### config.mk
export PLATFORM = sky130hd
export DESIGN_NAME = tapc_top
export DESIGN_NICKNAME = d
export VERILOG_FILES = /design/src/pkg/tapc_pkg.sv /design/src/verilog/tapc_top.sv
export SDC_FILE = /design/constraint.sdc
export NUM_CORES = 1
export LEC_CHECK = 0
export BUFFER_PORTS_ARGS = -buffer_cell sky130_fd_sc_hd__buf_2
export CAP_MARGIN = 40
export CORE_AREA = 2 2 156 173
export CTS_CLUSTER_DIAMETER = 30
export CTS_CLUSTER_SIZE = 12
export DETAILED_ROUTE_END_ITERATION = 6
export DIE_AREA = 0 0 158 175
export GPL_TIMING_DRIVEN = 0
export REMOVE_ABC_BUFFERS = 1
export SLEW_MARGIN = 20
export SYNTH_ARGS = -nofsm -noshare
export SYNTH_HDL_FRONTEND = slang
export SYNTH_SLANG_ARGS = --single-unit
### constraint.sdc
create_clock -name clk -period 3.05 [get_ports clk]
set_input_delay 0.1525 -clock clk [delete_from_list [all_inputs] [get_ports clk]]
set_output_delay 0.1525 -clock clk [all_outputs]
set_load 0.01 [all_outputs]
### src/pkg/tapc_pkg.sv
package tapc_pkg;

  localparam int IR_LEN = 5;
  localparam int DATA_LEN = 32;
  localparam int CTRL_LEN = 8;
  localparam int BSR_LEN = 1;

  localparam logic [4:0] OP_EXTEST = 5'h00;
  localparam logic [4:0] OP_SAMPLE = 5'h01;
  localparam logic [4:0] OP_CPU_RESET = 5'h10;
  localparam logic [4:0] OP_SEL_IN = 5'h11;
  localparam logic [4:0] OP_SEL_OUT = 5'h12;
  localparam logic [4:0] OP_SEL_IFULL_IN = 5'h13;
  localparam logic [4:0] OP_SEL_OFULL_OUT = 5'h14;
  localparam logic [4:0] OP_SEL_CTRL = 5'h15;
  localparam logic [4:0] OP_STRESS_TEST_PRIVATE = 5'h0a;
  localparam logic [4:0] OP_PASS_PRIVATE = 5'h0e;
  localparam logic [4:0] OP_HW_TEST_SELECT = 5'h1e;
  localparam logic [4:0] OP_BYPASS = 5'h1f;

  localparam logic [1:0] IR_CAPTURE_LOW = 2'h1;
  localparam int CTRL_OFULL = 0;
  localparam int CTRL_IFULL = 1;
  localparam int CTRL_SLEEPLESS = 2;
  localparam logic [7:0] CTRL_RESET = 8'h04;

  typedef enum logic [3:0] {
    ST_RESET = 4'h0, ST_IDLE = 4'h1, ST_SEL_DR = 4'h2, ST_CAP_DR = 4'h3,
    ST_SH_DR = 4'h4, ST_EX1_DR = 4'h5, ST_PAU_DR = 4'h6, ST_EX2_DR = 4'h7,
    ST_UPD_DR = 4'h8, ST_SEL_IR = 4'h9, ST_CAP_IR = 4'ha, ST_SH_IR = 4'hb,
    ST_EX1_IR = 4'hc, ST_PAU_IR = 4'hd, ST_EX2_IR = 4'he, ST_UPD_IR = 4'hf
  } tapc_state_t;

endpackage : tapc_pkg

### src/verilog/tapc_top.sv
`timescale 1ns/10ps

// Behaviour
// test logic advances only on test-clock edges
// state holds while test clock stands
// mode select sampled on test rising edge
// serial input sampled on rising edge
// serial output changes on falling edge
// output undriven except while shifting
// serial data passes uninverted, register-length delay
// power-up in reset, idle on zero
// parallel stage fixed until update
// capture, shift n bits, update
// scan replaces contents by default
// read-only register ignores update
// handshake bits: shifted value chooses action
// instruction register five bits
// private opcodes undefined, not loaded
// opcodes 0 and 1 select dummy boundary
// all ones selects bypass
// opcode 10000 resets processor
// opcodes 10001-10101 select mailbox registers
// hardware test and private opcodes decoded; here only hardware test drives an output, private opcodes fall to bypass
// no test reset pin, mode select resets
// instruction loaded before data scan
// instruction capture loads 01 plus control
// mailbox data registers 32 bits
// standard sixteen-state transition table
// drive output in shift states, lsb first
// bypass loaded on entering reset
module tapc_top
  import tapc_pkg::*;
#(
  parameter int DATA_W = DATA_LEN
) (
  // system
  input wire logic clk,
  input wire logic rstn,
  // test port pins
  input wire logic testClk,
  input wire logic testModeSel,
  input wire logic testDataIn,
  output logic testDataOut,
  output logic testDataOutEn,
  // processor side mailbox
  input wire logic [DATA_W-1:0] cpuOutData,
  input wire logic cpuOutWrite,
  input wire logic cpuInRead,
  input wire logic cpuSleeplessWrite,
  input wire logic cpuSleeplessVal,
  output logic [DATA_W-1:0] cpuInData,
  output logic [CTRL_LEN-1:0] cpuCtrl,
  output logic cpuDebugIrq,
  output logic cpuResetReq,
  output logic hwTestSelect
);

  ////////////////////////////////////////////////////////////////////////////
  // pin synchronisers and test-clock edge finder

  logic [2:0] tckSync_q;
  logic [1:0] tmsSync_q;
  logic [1:0] tdiSync_q;
  logic tckRise;
  logic tckFall;

  // test clock sampled, edges found
  always_ff @(posedge clk) begin
    if (!rstn) begin
      tckSync_q <= 3'h0;
      tmsSync_q <= 2'h3;
      tdiSync_q <= 2'h0;
    end else begin
      tckSync_q <= {tckSync_q[1:0], testClk};
      tmsSync_q <= {tmsSync_q[0], testModeSel};
      tdiSync_q <= {tdiSync_q[0], testDataIn};
    end
  end

  // a pin edge is seen two to three clocks late,
  // so each test-clock half period must span several clocks
  // edges use only the second and third stages; the first stays private
  // no edge, no change
  assign tckRise = tckSync_q[1] & ~tckSync_q[2];
  assign tckFall = ~tckSync_q[1] & tckSync_q[2];

  ////////////////////////////////////////////////////////////////////////////
  // controller state machine

  tapc_state_t state_q;
  tapc_state_t state_d;
  logic tms;
  assign tms = tmsSync_q[1];

  // standard transition table
  always_comb begin
    state_d = state_q;
    unique case (state_q)
      ST_RESET: state_d = tms ? ST_RESET : ST_IDLE;
      ST_IDLE: state_d = tms ? ST_SEL_DR : ST_IDLE;
      ST_SEL_DR: state_d = tms ? ST_SEL_IR : ST_CAP_DR;
      ST_CAP_DR: state_d = tms ? ST_EX1_DR : ST_SH_DR;
      ST_SH_DR: state_d = tms ? ST_EX1_DR : ST_SH_DR;
      ST_EX1_DR: state_d = tms ? ST_UPD_DR : ST_PAU_DR;
      ST_PAU_DR: state_d = tms ? ST_EX2_DR : ST_PAU_DR;
      ST_EX2_DR: state_d = tms ? ST_UPD_DR : ST_SH_DR;
      ST_UPD_DR: state_d = tms ? ST_SEL_DR : ST_IDLE;
      ST_SEL_IR: state_d = tms ? ST_RESET : ST_CAP_IR;
      ST_CAP_IR: state_d = tms ? ST_EX1_IR : ST_SH_IR;
      ST_SH_IR: state_d = tms ? ST_EX1_IR : ST_SH_IR;
      ST_EX1_IR: state_d = tms ? ST_UPD_IR : ST_PAU_IR;
      ST_PAU_IR: state_d = tms ? ST_EX2_IR : ST_PAU_IR;
      ST_EX2_IR: state_d = tms ? ST_UPD_IR : ST_SH_IR;
      ST_UPD_IR: state_d = tms ? ST_SEL_DR : ST_IDLE;
    endcase
  end

  // five rises with mode select high reach reset from any state
  // power-up lands in reset
  // only rstn or mode select reset it
  // mode select steers on rising edge
  always_ff @(posedge clk) begin
    if (!rstn) begin
      state_q <= ST_RESET;
    end else if (tckRise) begin
      state_q <= state_d;
    end
  end

  ////////////////////////////////////////////////////////////////////////////
  // instruction register

  logic [IR_LEN-1:0] irShift_q;
  logic [IR_LEN-1:0] ir_q;
  logic [CTRL_LEN-1:0] ctrl_q;

  // five-bit shift and parallel stages
  // capture 01 plus control bits
  always_ff @(posedge clk) begin
    if (!rstn) begin
      irShift_q <= 5'h00;
    end else if (tckRise) begin
      if (state_q == ST_CAP_IR) begin
        irShift_q <= {ctrl_q[2:0], IR_CAPTURE_LOW};
      end else if (state_q == ST_SH_IR) begin
        irShift_q <= {tdiSync_q[1], irShift_q[IR_LEN-1:1]};
      end
    end
  end

  // next state is used so bypass is already current on arrival in reset
  // bypass on reset entry
  // parallel stage only at update or on reset entry
  always_ff @(posedge clk) begin
    if (!rstn) begin
      ir_q <= OP_BYPASS;
    end else if (tckRise) begin
      if (state_d == ST_RESET) begin
        ir_q <= OP_BYPASS;
      end else if (state_q == ST_UPD_IR) begin
        ir_q <= irShift_q;
      end
    end
  end

  ////////////////////////////////////////////////////////////////////////////
  // data register select and shift chain

  localparam int CHAIN_W = DATA_W + 1;
  // mailbox data registers DATA_W wide
  logic [CHAIN_W-1:0] drShift_q;
  logic [DATA_W-1:0] dataIn_q;
  logic [DATA_W-1:0] dataOut_q;
  logic bypass_q;
  logic drTop;
  logic capDr;
  logic shDr;
  logic updDr;
  logic oneBitChain;

  // one-cycle strobes for the data-register states
  assign capDr = tckRise && state_q == ST_CAP_DR;
  assign shDr = tckRise && state_q == ST_SH_DR;
  assign updDr = tckRise && state_q == ST_UPD_DR;

  // length of the chain selected by an opcode; bypass for private ones
  // dummy boundary register
  // bypass register
  // mailbox register selection
  // unlisted opcodes fall to bypass
  function automatic int chainLen(input logic [IR_LEN-1:0] op);
    unique case (op)
      OP_EXTEST, OP_SAMPLE: chainLen = BSR_LEN;
      OP_SEL_IN, OP_SEL_OUT: chainLen = DATA_W;
      OP_SEL_IFULL_IN, OP_SEL_OFULL_OUT: chainLen = CHAIN_W;
      OP_SEL_CTRL: chainLen = CTRL_LEN;
      default: chainLen = 1;
    endcase
  endfunction : chainLen

  // bypass, dummy boundary and private opcodes share the single cell
  assign oneBitChain = chainLen(ir_q) == 1;

  // serial in taken at the test rising edge
  always_comb begin
    drTop = tdiSync_q[1];
  end

  // capture then shift n bits
  // bit enters at top of selected length
  always_ff @(posedge clk) begin
    if (!rstn) begin
      drShift_q <= '0;
    end else if (capDr) begin
      unique case (ir_q)
        OP_SEL_IN: drShift_q <= {1'b0, dataIn_q};
        OP_SEL_OUT: drShift_q <= {1'b0, dataOut_q};
        OP_SEL_IFULL_IN: drShift_q <= {dataIn_q, ctrl_q[CTRL_IFULL]};
        OP_SEL_OFULL_OUT: drShift_q <= {dataOut_q, ctrl_q[CTRL_OFULL]};
        OP_SEL_CTRL: drShift_q <= {{(CHAIN_W-CTRL_LEN){1'b0}}, ctrl_q};
        default: drShift_q <= '0;
      endcase
    end else if (shDr && !oneBitChain) begin
      drShift_q <= drShift_q >> 1;
      drShift_q[chainLen(ir_q)-1] <= drTop;
    end
  end

  // single cell captures zero, then passes one bit per rise
  // keeps the wide mailbox chain still while only one bit is selected
  always_ff @(posedge clk) begin
    if (!rstn) begin
      bypass_q <= 1'b0;
    end else if (capDr) begin
      bypass_q <= 1'b0;
    end else if (shDr) begin
      bypass_q <= drTop;
    end
  end

  ////////////////////////////////////////////////////////////////////////////
  // mailbox registers and handshake

  // a shifted one in a handshake bit, from the control chain or a flag chain
  // zero there means remember, so a scan reads the flags without harm
  function automatic logic flagOne(input logic [IR_LEN-1:0] op, input logic [CHAIN_W-1:0] sh,
                                   input logic [IR_LEN-1:0] flagOp, input int ctrlBit);
    flagOne = (op == OP_SEL_CTRL && sh[ctrlBit]) || (op == flagOp && sh[0]);
  endfunction : flagOne

  logic irqPulse;
  assign irqPulse = updDr && flagOne(ir_q, drShift_q, OP_SEL_IFULL_IN, CTRL_IFULL);

  // data-in replaced at update
  always_ff @(posedge clk) begin
    if (!rstn) begin
      dataIn_q <= '0;
    end else if (updDr) begin
      if (ir_q == OP_SEL_IN) begin
        dataIn_q <= drShift_q[DATA_W-1:0];
      end else if (ir_q == OP_SEL_IFULL_IN) begin
        dataIn_q <= drShift_q[CHAIN_W-1:1];
      end
    end
  end

  // data-out read-only from test port
  always_ff @(posedge clk) begin
    if (!rstn) begin
      dataOut_q <= '0;
    end else if (cpuOutWrite) begin
      dataOut_q <= cpuOutData;
    end
  end

  // one clears or raises, zero remembers
  // set by processor write wins over a test-port clear in the same cycle
  always_ff @(posedge clk) begin
    if (!rstn) begin
      ctrl_q <= CTRL_RESET;
    end else begin
      if (updDr) begin
        if (flagOne(ir_q, drShift_q, OP_SEL_OFULL_OUT, CTRL_OFULL)) begin
          ctrl_q[CTRL_OFULL] <= 1'b0;
        end
        if (ir_q == OP_SEL_CTRL) begin
          ctrl_q[CTRL_SLEEPLESS] <= drShift_q[CTRL_SLEEPLESS];
        end
      end
      if (irqPulse) begin
        ctrl_q[CTRL_IFULL] <= 1'b1;
      end else if (cpuInRead) begin
        ctrl_q[CTRL_IFULL] <= 1'b0;
      end
      if (cpuOutWrite) begin
        ctrl_q[CTRL_OFULL] <= 1'b1;
      end
      if (cpuSleeplessWrite) begin
        ctrl_q[CTRL_SLEEPLESS] <= cpuSleeplessVal;
      end
    end
  end

  ////////////////////////////////////////////////////////////////////////////
  // instruction side effects

  // processor reset while selected
  // hardware test select decoded
  always_ff @(posedge clk) begin
    if (!rstn) begin
      cpuResetReq <= 1'b0;
      hwTestSelect <= 1'b0;
      cpuDebugIrq <= 1'b0;
    end else begin
      cpuResetReq <= ir_q == OP_CPU_RESET;
      hwTestSelect <= ir_q == OP_HW_TEST_SELECT;
      cpuDebugIrq <= irqPulse;
    end
  end

  assign cpuInData = dataIn_q;
  assign cpuCtrl = ctrl_q;

  ////////////////////////////////////////////////////////////////////////////
  // serial output

  // enable follows the state seen at the fall, so it drops half a period after shift
  // output updates on falling edge
  // enable only during shifts
  // lsb of selected stage first
  always_ff @(posedge clk) begin
    if (!rstn) begin
      testDataOut <= 1'b0;
      testDataOutEn <= 1'b0;
    end else if (tckFall) begin
      testDataOutEn <= state_q == ST_SH_IR || state_q == ST_SH_DR;
      testDataOut <= (state_q == ST_SH_IR) ? irShift_q[0] :
                     (oneBitChain ? bypass_q : drShift_q[0]);
    end
  end

endmodule : tapc_top

==> flow_summary.json <==
{
  "area_growth_pct": 27.62,
  "insertion_delay_ns": 0.42,
  "setup_violations": 0,
  "status": "completed",
  "reg2reg_depth": 9,
  "grt_remaining_overflow": 0,
  "drtPass1Iterations": 5,
  "grt_use_met2_pct": 22.84,
  "async_flop_share_pct": 0,
  "crit_fanout": 29,
  "cp-end-kind": "flop",
  "grt_antenna_before_repair": 0,
  "rsz0062_at_grt": "no",
  "power_per_cell_area_mw_per_mm2": 485.7,
  "finalMaxSlewViolations": 0,
  "wl_per_cell_um": 17.67,
  "path_class": "reg -> reg",
  "die_height_um": 175,
  "tns_ns": 0,
  "wl_um": 20690,
  "vias_per_cell": 5.158,
  "syn_inst": 726,
  "start_util_pct": 24.69,
  "dp_hpwl_um": 13520,
  "grt_pass1_wl_um": 31730,
  "track_usage_pct": 14.77,
  "power.leakage_nw": 3.134,
  "insertedDiodeCount": 0,
  "cts_buffers": 17,
  "ant_nets": 0,
  "netlist_area_sq_mm": 0.006397,
  "io_pins": 86,
  "yosysWarningCount": 0,
  "startpoint_type": "flop",
  "ys_seq_area_share_pct": 39.74,
  "ir_drop_mv": 0.3060,
  "ys.flop_type": "dfxtp_1",
  "rrSetupSlack_ns": 0.17,
  "min_to": "dataOut_q[0]$_SDFFE_PN0P_",
  "nets": 849,
  "hold_depth": 3,
  "max_freq_mhz": 347.1,
  "dieWidth_um": 158,
  "max-slew-margin-rel_pct": 45.66,
  "top_usage_layer": "met2",
  "grt_pass1_vias": 5600,
  "vias": 6040,
  "place_inst": 1095,
  "drtIter0Drc": 560,
  "post-route-util_pct": 31.51,
  "die_area_sq_mm": 0.02765,
  "cts_tree": "done",
  "finalPower_mw": 3.965,
  "drv_cap": 0,
  "dpl_worst_slack_ns": -0.4561,
  "grt_max_degree": 60,
  "post-route-period-util_pct": 94.45,
  "r2r_start": "ir_q[0]$_SDFFE_PN1P_",
  "clock-skew-final_ns": 0.009843,
  "crit_arrival_ns": 3.21,
  "fp.coreArea_sq_mm": 0.02591,
  "num_rows": 62,
  "tightest_slew_ns": 0.8127,
  "cts_max_path_buffers": 2,
  "gp_congestion": 0.7780,
  "layout_setup_ws_ns": 0.1692,
  "cts.sinks": 127,
  "grtUsageMet3_pct": 3.869,
  "synth_seq_cells": 127,
  "drive_above_1_share_pct": 19.78,
  "route.detailed.drc": 0,
  "cp.required_ns": 3.38,
  "min-delay-start": "cpuOutData[0]",
  "ys_types": 63,
  "r2r_end": "drShift_q[1]$_SDFFE_PN0P_",
  "root_buffer": "clkbuf_16",
  "synth-edff-count": 0,
  "io_buffer_count": 80,
  "clk_pin_slew_worst_paths_ns": 0.06,
  "post-route-min-period_ns": 2.881,
  "met1_usage_pct": 19.79,
  "synth.avg_cell_area_sq_um": 8.812,
  "finalHoldViolations": 0,
  "holdCritPathClass": "in -> reg",
  "htreeDepth": 4,
  "final_cells": 1171
}
cell families (layout without fill, tap and decap cells):
logic type / Yosys count / in the layout / synth area share, %
AO/OA/AOI/OAI: 281 / 281 / 30.12
XOR/XNOR: 1 / 1 / 0.1369
adder cells (fa/ha/maj): 2 / 2 / 0.3911
buffers and inverters: 87 / 176 / 6.728
flip-flops: 127 / 127 / 39.74
multiplexers: 62 / 62 / 9.877
other: 1 / 5 / 0.05862
AND/OR/NAND/NOR: 165 / 165 / 12.95
worst max-delay path by stage:
stage          slack, ns                          to               startpoint  cells after the start
2_1_floorplan      -0.74  drShift_q[15]$_SDFFE_PN0P_     ir_q[1]$_SDFFE_PN1P_                      8
3_3_place_gp       -2.65  drShift_q[31]$_SDFFE_PN0P_     ir_q[1]$_SDFFE_PN1P_                      9
3_5_place_dp       -0.46   drShift_q[1]$_SDFFE_PN0P_     ir_q[0]$_SDFFE_PN1P_                      9
4_1_cts             0.12  drShift_q[17]$_SDFFE_PN0P_  tckSync_q[1]$_SDFF_PN0_                      7
5_1_grt            0.006   drShift_q[1]$_SDFFE_PN0P_     ir_q[0]$_SDFFE_PN1P_                      9
6_report            0.17   drShift_q[1]$_SDFFE_PN0P_     ir_q[0]$_SDFFE_PN1P_                      9
layout by cell type (no fill, tap or decap), types with 4 or more instances in the layout:
| cell | instances |
|---|---|
| o2111ai_1 | 4 |
| o221a_2 | 4 |
| o22a_1 | 10 |
| nand2b_1 | 5 |
| a21o_1 | 13 |
| nor2b_1 | 6 |
| buf_12 | 4 |
| nor3_1 | 6 |
| a22o_1 | 10 |
| and2_1 | 8 |
| nor2_1 | 51 |
| o21ai_1 | 12 |
| o211a_1 | 5 |
| dfxtp_1 | 125 |
| buf_8 | 4 |
| o21ai_0 | 44 |
| buf_6 | 5 |
| conb_1 | 5 |
| mux2i_1 | 53 |
| mux2_2 | 9 |
| o221ai_1 | 33 |
| nand4_1 | 6 |
| a22oi_1 | 41 |
| nand3_1 | 7 |
| buf_2 | 80 |
| clkbuf_16 | 17 |
| a221oi_1 | 4 |
| dlygate4sd3_1 | 37 |
| nand2_1 | 44 |
| a21oi_1 | 70 |
| buf_4 | 4 |
| inv_1 | 6 |
| a31oi_1 | 4 |
| o22ai_1 | 6 |
metrics by stage:
step | hold WS [ns] | cell area (sq um)
after global placement | 0.3582 | 6849
after detailed placement | 0.3596 | 7117
after global routing | 0.03619 | 8164
final | 0.03530 | 8164
after floorplan | 0.2255 | 6008
after CTS | 0.01986 | 8092
where the power goes:
part / internal [mW] / total [mW] / switching, mW
clock network: 1.27 / 2.03 / 0.759
logic: 0.105 / 0.202 / 0.0977
registers: 1.69 / 1.74 / 0.0452
total: 3.06 / 3.97 / 0.901
critical path: stages (launching register included):
cell	delay (ns)
dfxtp_4	0.60
nor2b_2	0.49
and2_1	0.31
inv_1	0.09
ha_1	0.20
inv_1	0.09
a31oi_4	0.08
or2_4	0.43
mux2i_1	0.18
a221oi_2	0.29
layer usage:
metal,wire (um),up-vias
met4,304,0
met3,1569,26
met5,0,-
met2,9806,244
met1,9012,2885
li1,-,2885
flip-flops by register name (all words and copies together), names as in the netlist:
register	cells
ir_q	5
testDataOutEn	1
cpuInData	32
testDataOut	1
cpuDebugIrq	1
tmsSync_q	2
tdiSync_q	2
cpuResetReq	1
dataOut_q	32
hwTestSelect	1
tckSync_q	3
state_q	4
irShift_q	5
bypass_q	1
drShift_q	33
cpuCtrl	3
timing repair:
item                                    4_1_cts  5_1_grt
gates cloned                                  0        0
pin swaps                                     2        1
endpoints found under the setup margin       33        7
endpoints found under the hold margin        36        0
gates resized for setup                       6        0
setup buffers                                 1        4
hold buffers                                 37        0
synthesized netlist by cell type (3+ instances only):
cell | count | area (sq um)
buf_4 | 16 | 120.1
nand4b_1 | 3 | 26.28
a31oi_1 | 4 | 25.02
nor3b_1 | 3 | 22.52
buf_6 | 3 | 33.78
clkbuf_1 | 39 | 146.4
o221ai_1 | 33 | 289.0
a21o_1 | 13 | 97.59
nor2_1 | 51 | 191.4
nand2_1 | 44 | 165.2
a211oi_1 | 3 | 22.52
and3_1 | 4 | 25.02
o21ai_1 | 13 | 65.06
nand3_1 | 8 | 40.04
mux2i_1 | 53 | 530.5
nor2b_1 | 8 | 50.05
mux2_2 | 9 | 101.4
o2111ai_1 | 4 | 35.03
buf_1 | 5 | 18.77
buf_2 | 17 | 85.08
nand2b_1 | 5 | 31.28
a22oi_1 | 41 | 307.8
and2_1 | 9 | 56.30
a21oi_1 | 70 | 350.3
inv_1 | 7 | 26.28
a22o_1 | 10 | 87.58
o22ai_1 | 6 | 37.54
o22a_1 | 10 | 87.58
nor3_1 | 6 | 30.03
o211a_1 | 5 | 50.05
o221a_2 | 4 | 45.04
dfxtp_1 | 127 | 2542
o21ai_0 | 44 | 220.2
nand4_1 | 6 | 37.54
a221oi_1 | 4 | 35.03
layout make-up:
cell class	count	area, sq um
Clock buffer	23	478.0
Timing Repair Buffer	137	1080
Multi-Input combinational cell	516	3480
Sequential cell	127	2550
Clock inverter	9	107.6
Inverter	7	28.78
Fill cell	2761	17750
Tap cell	352	440.4
Power figures use the tool's default switching activity.
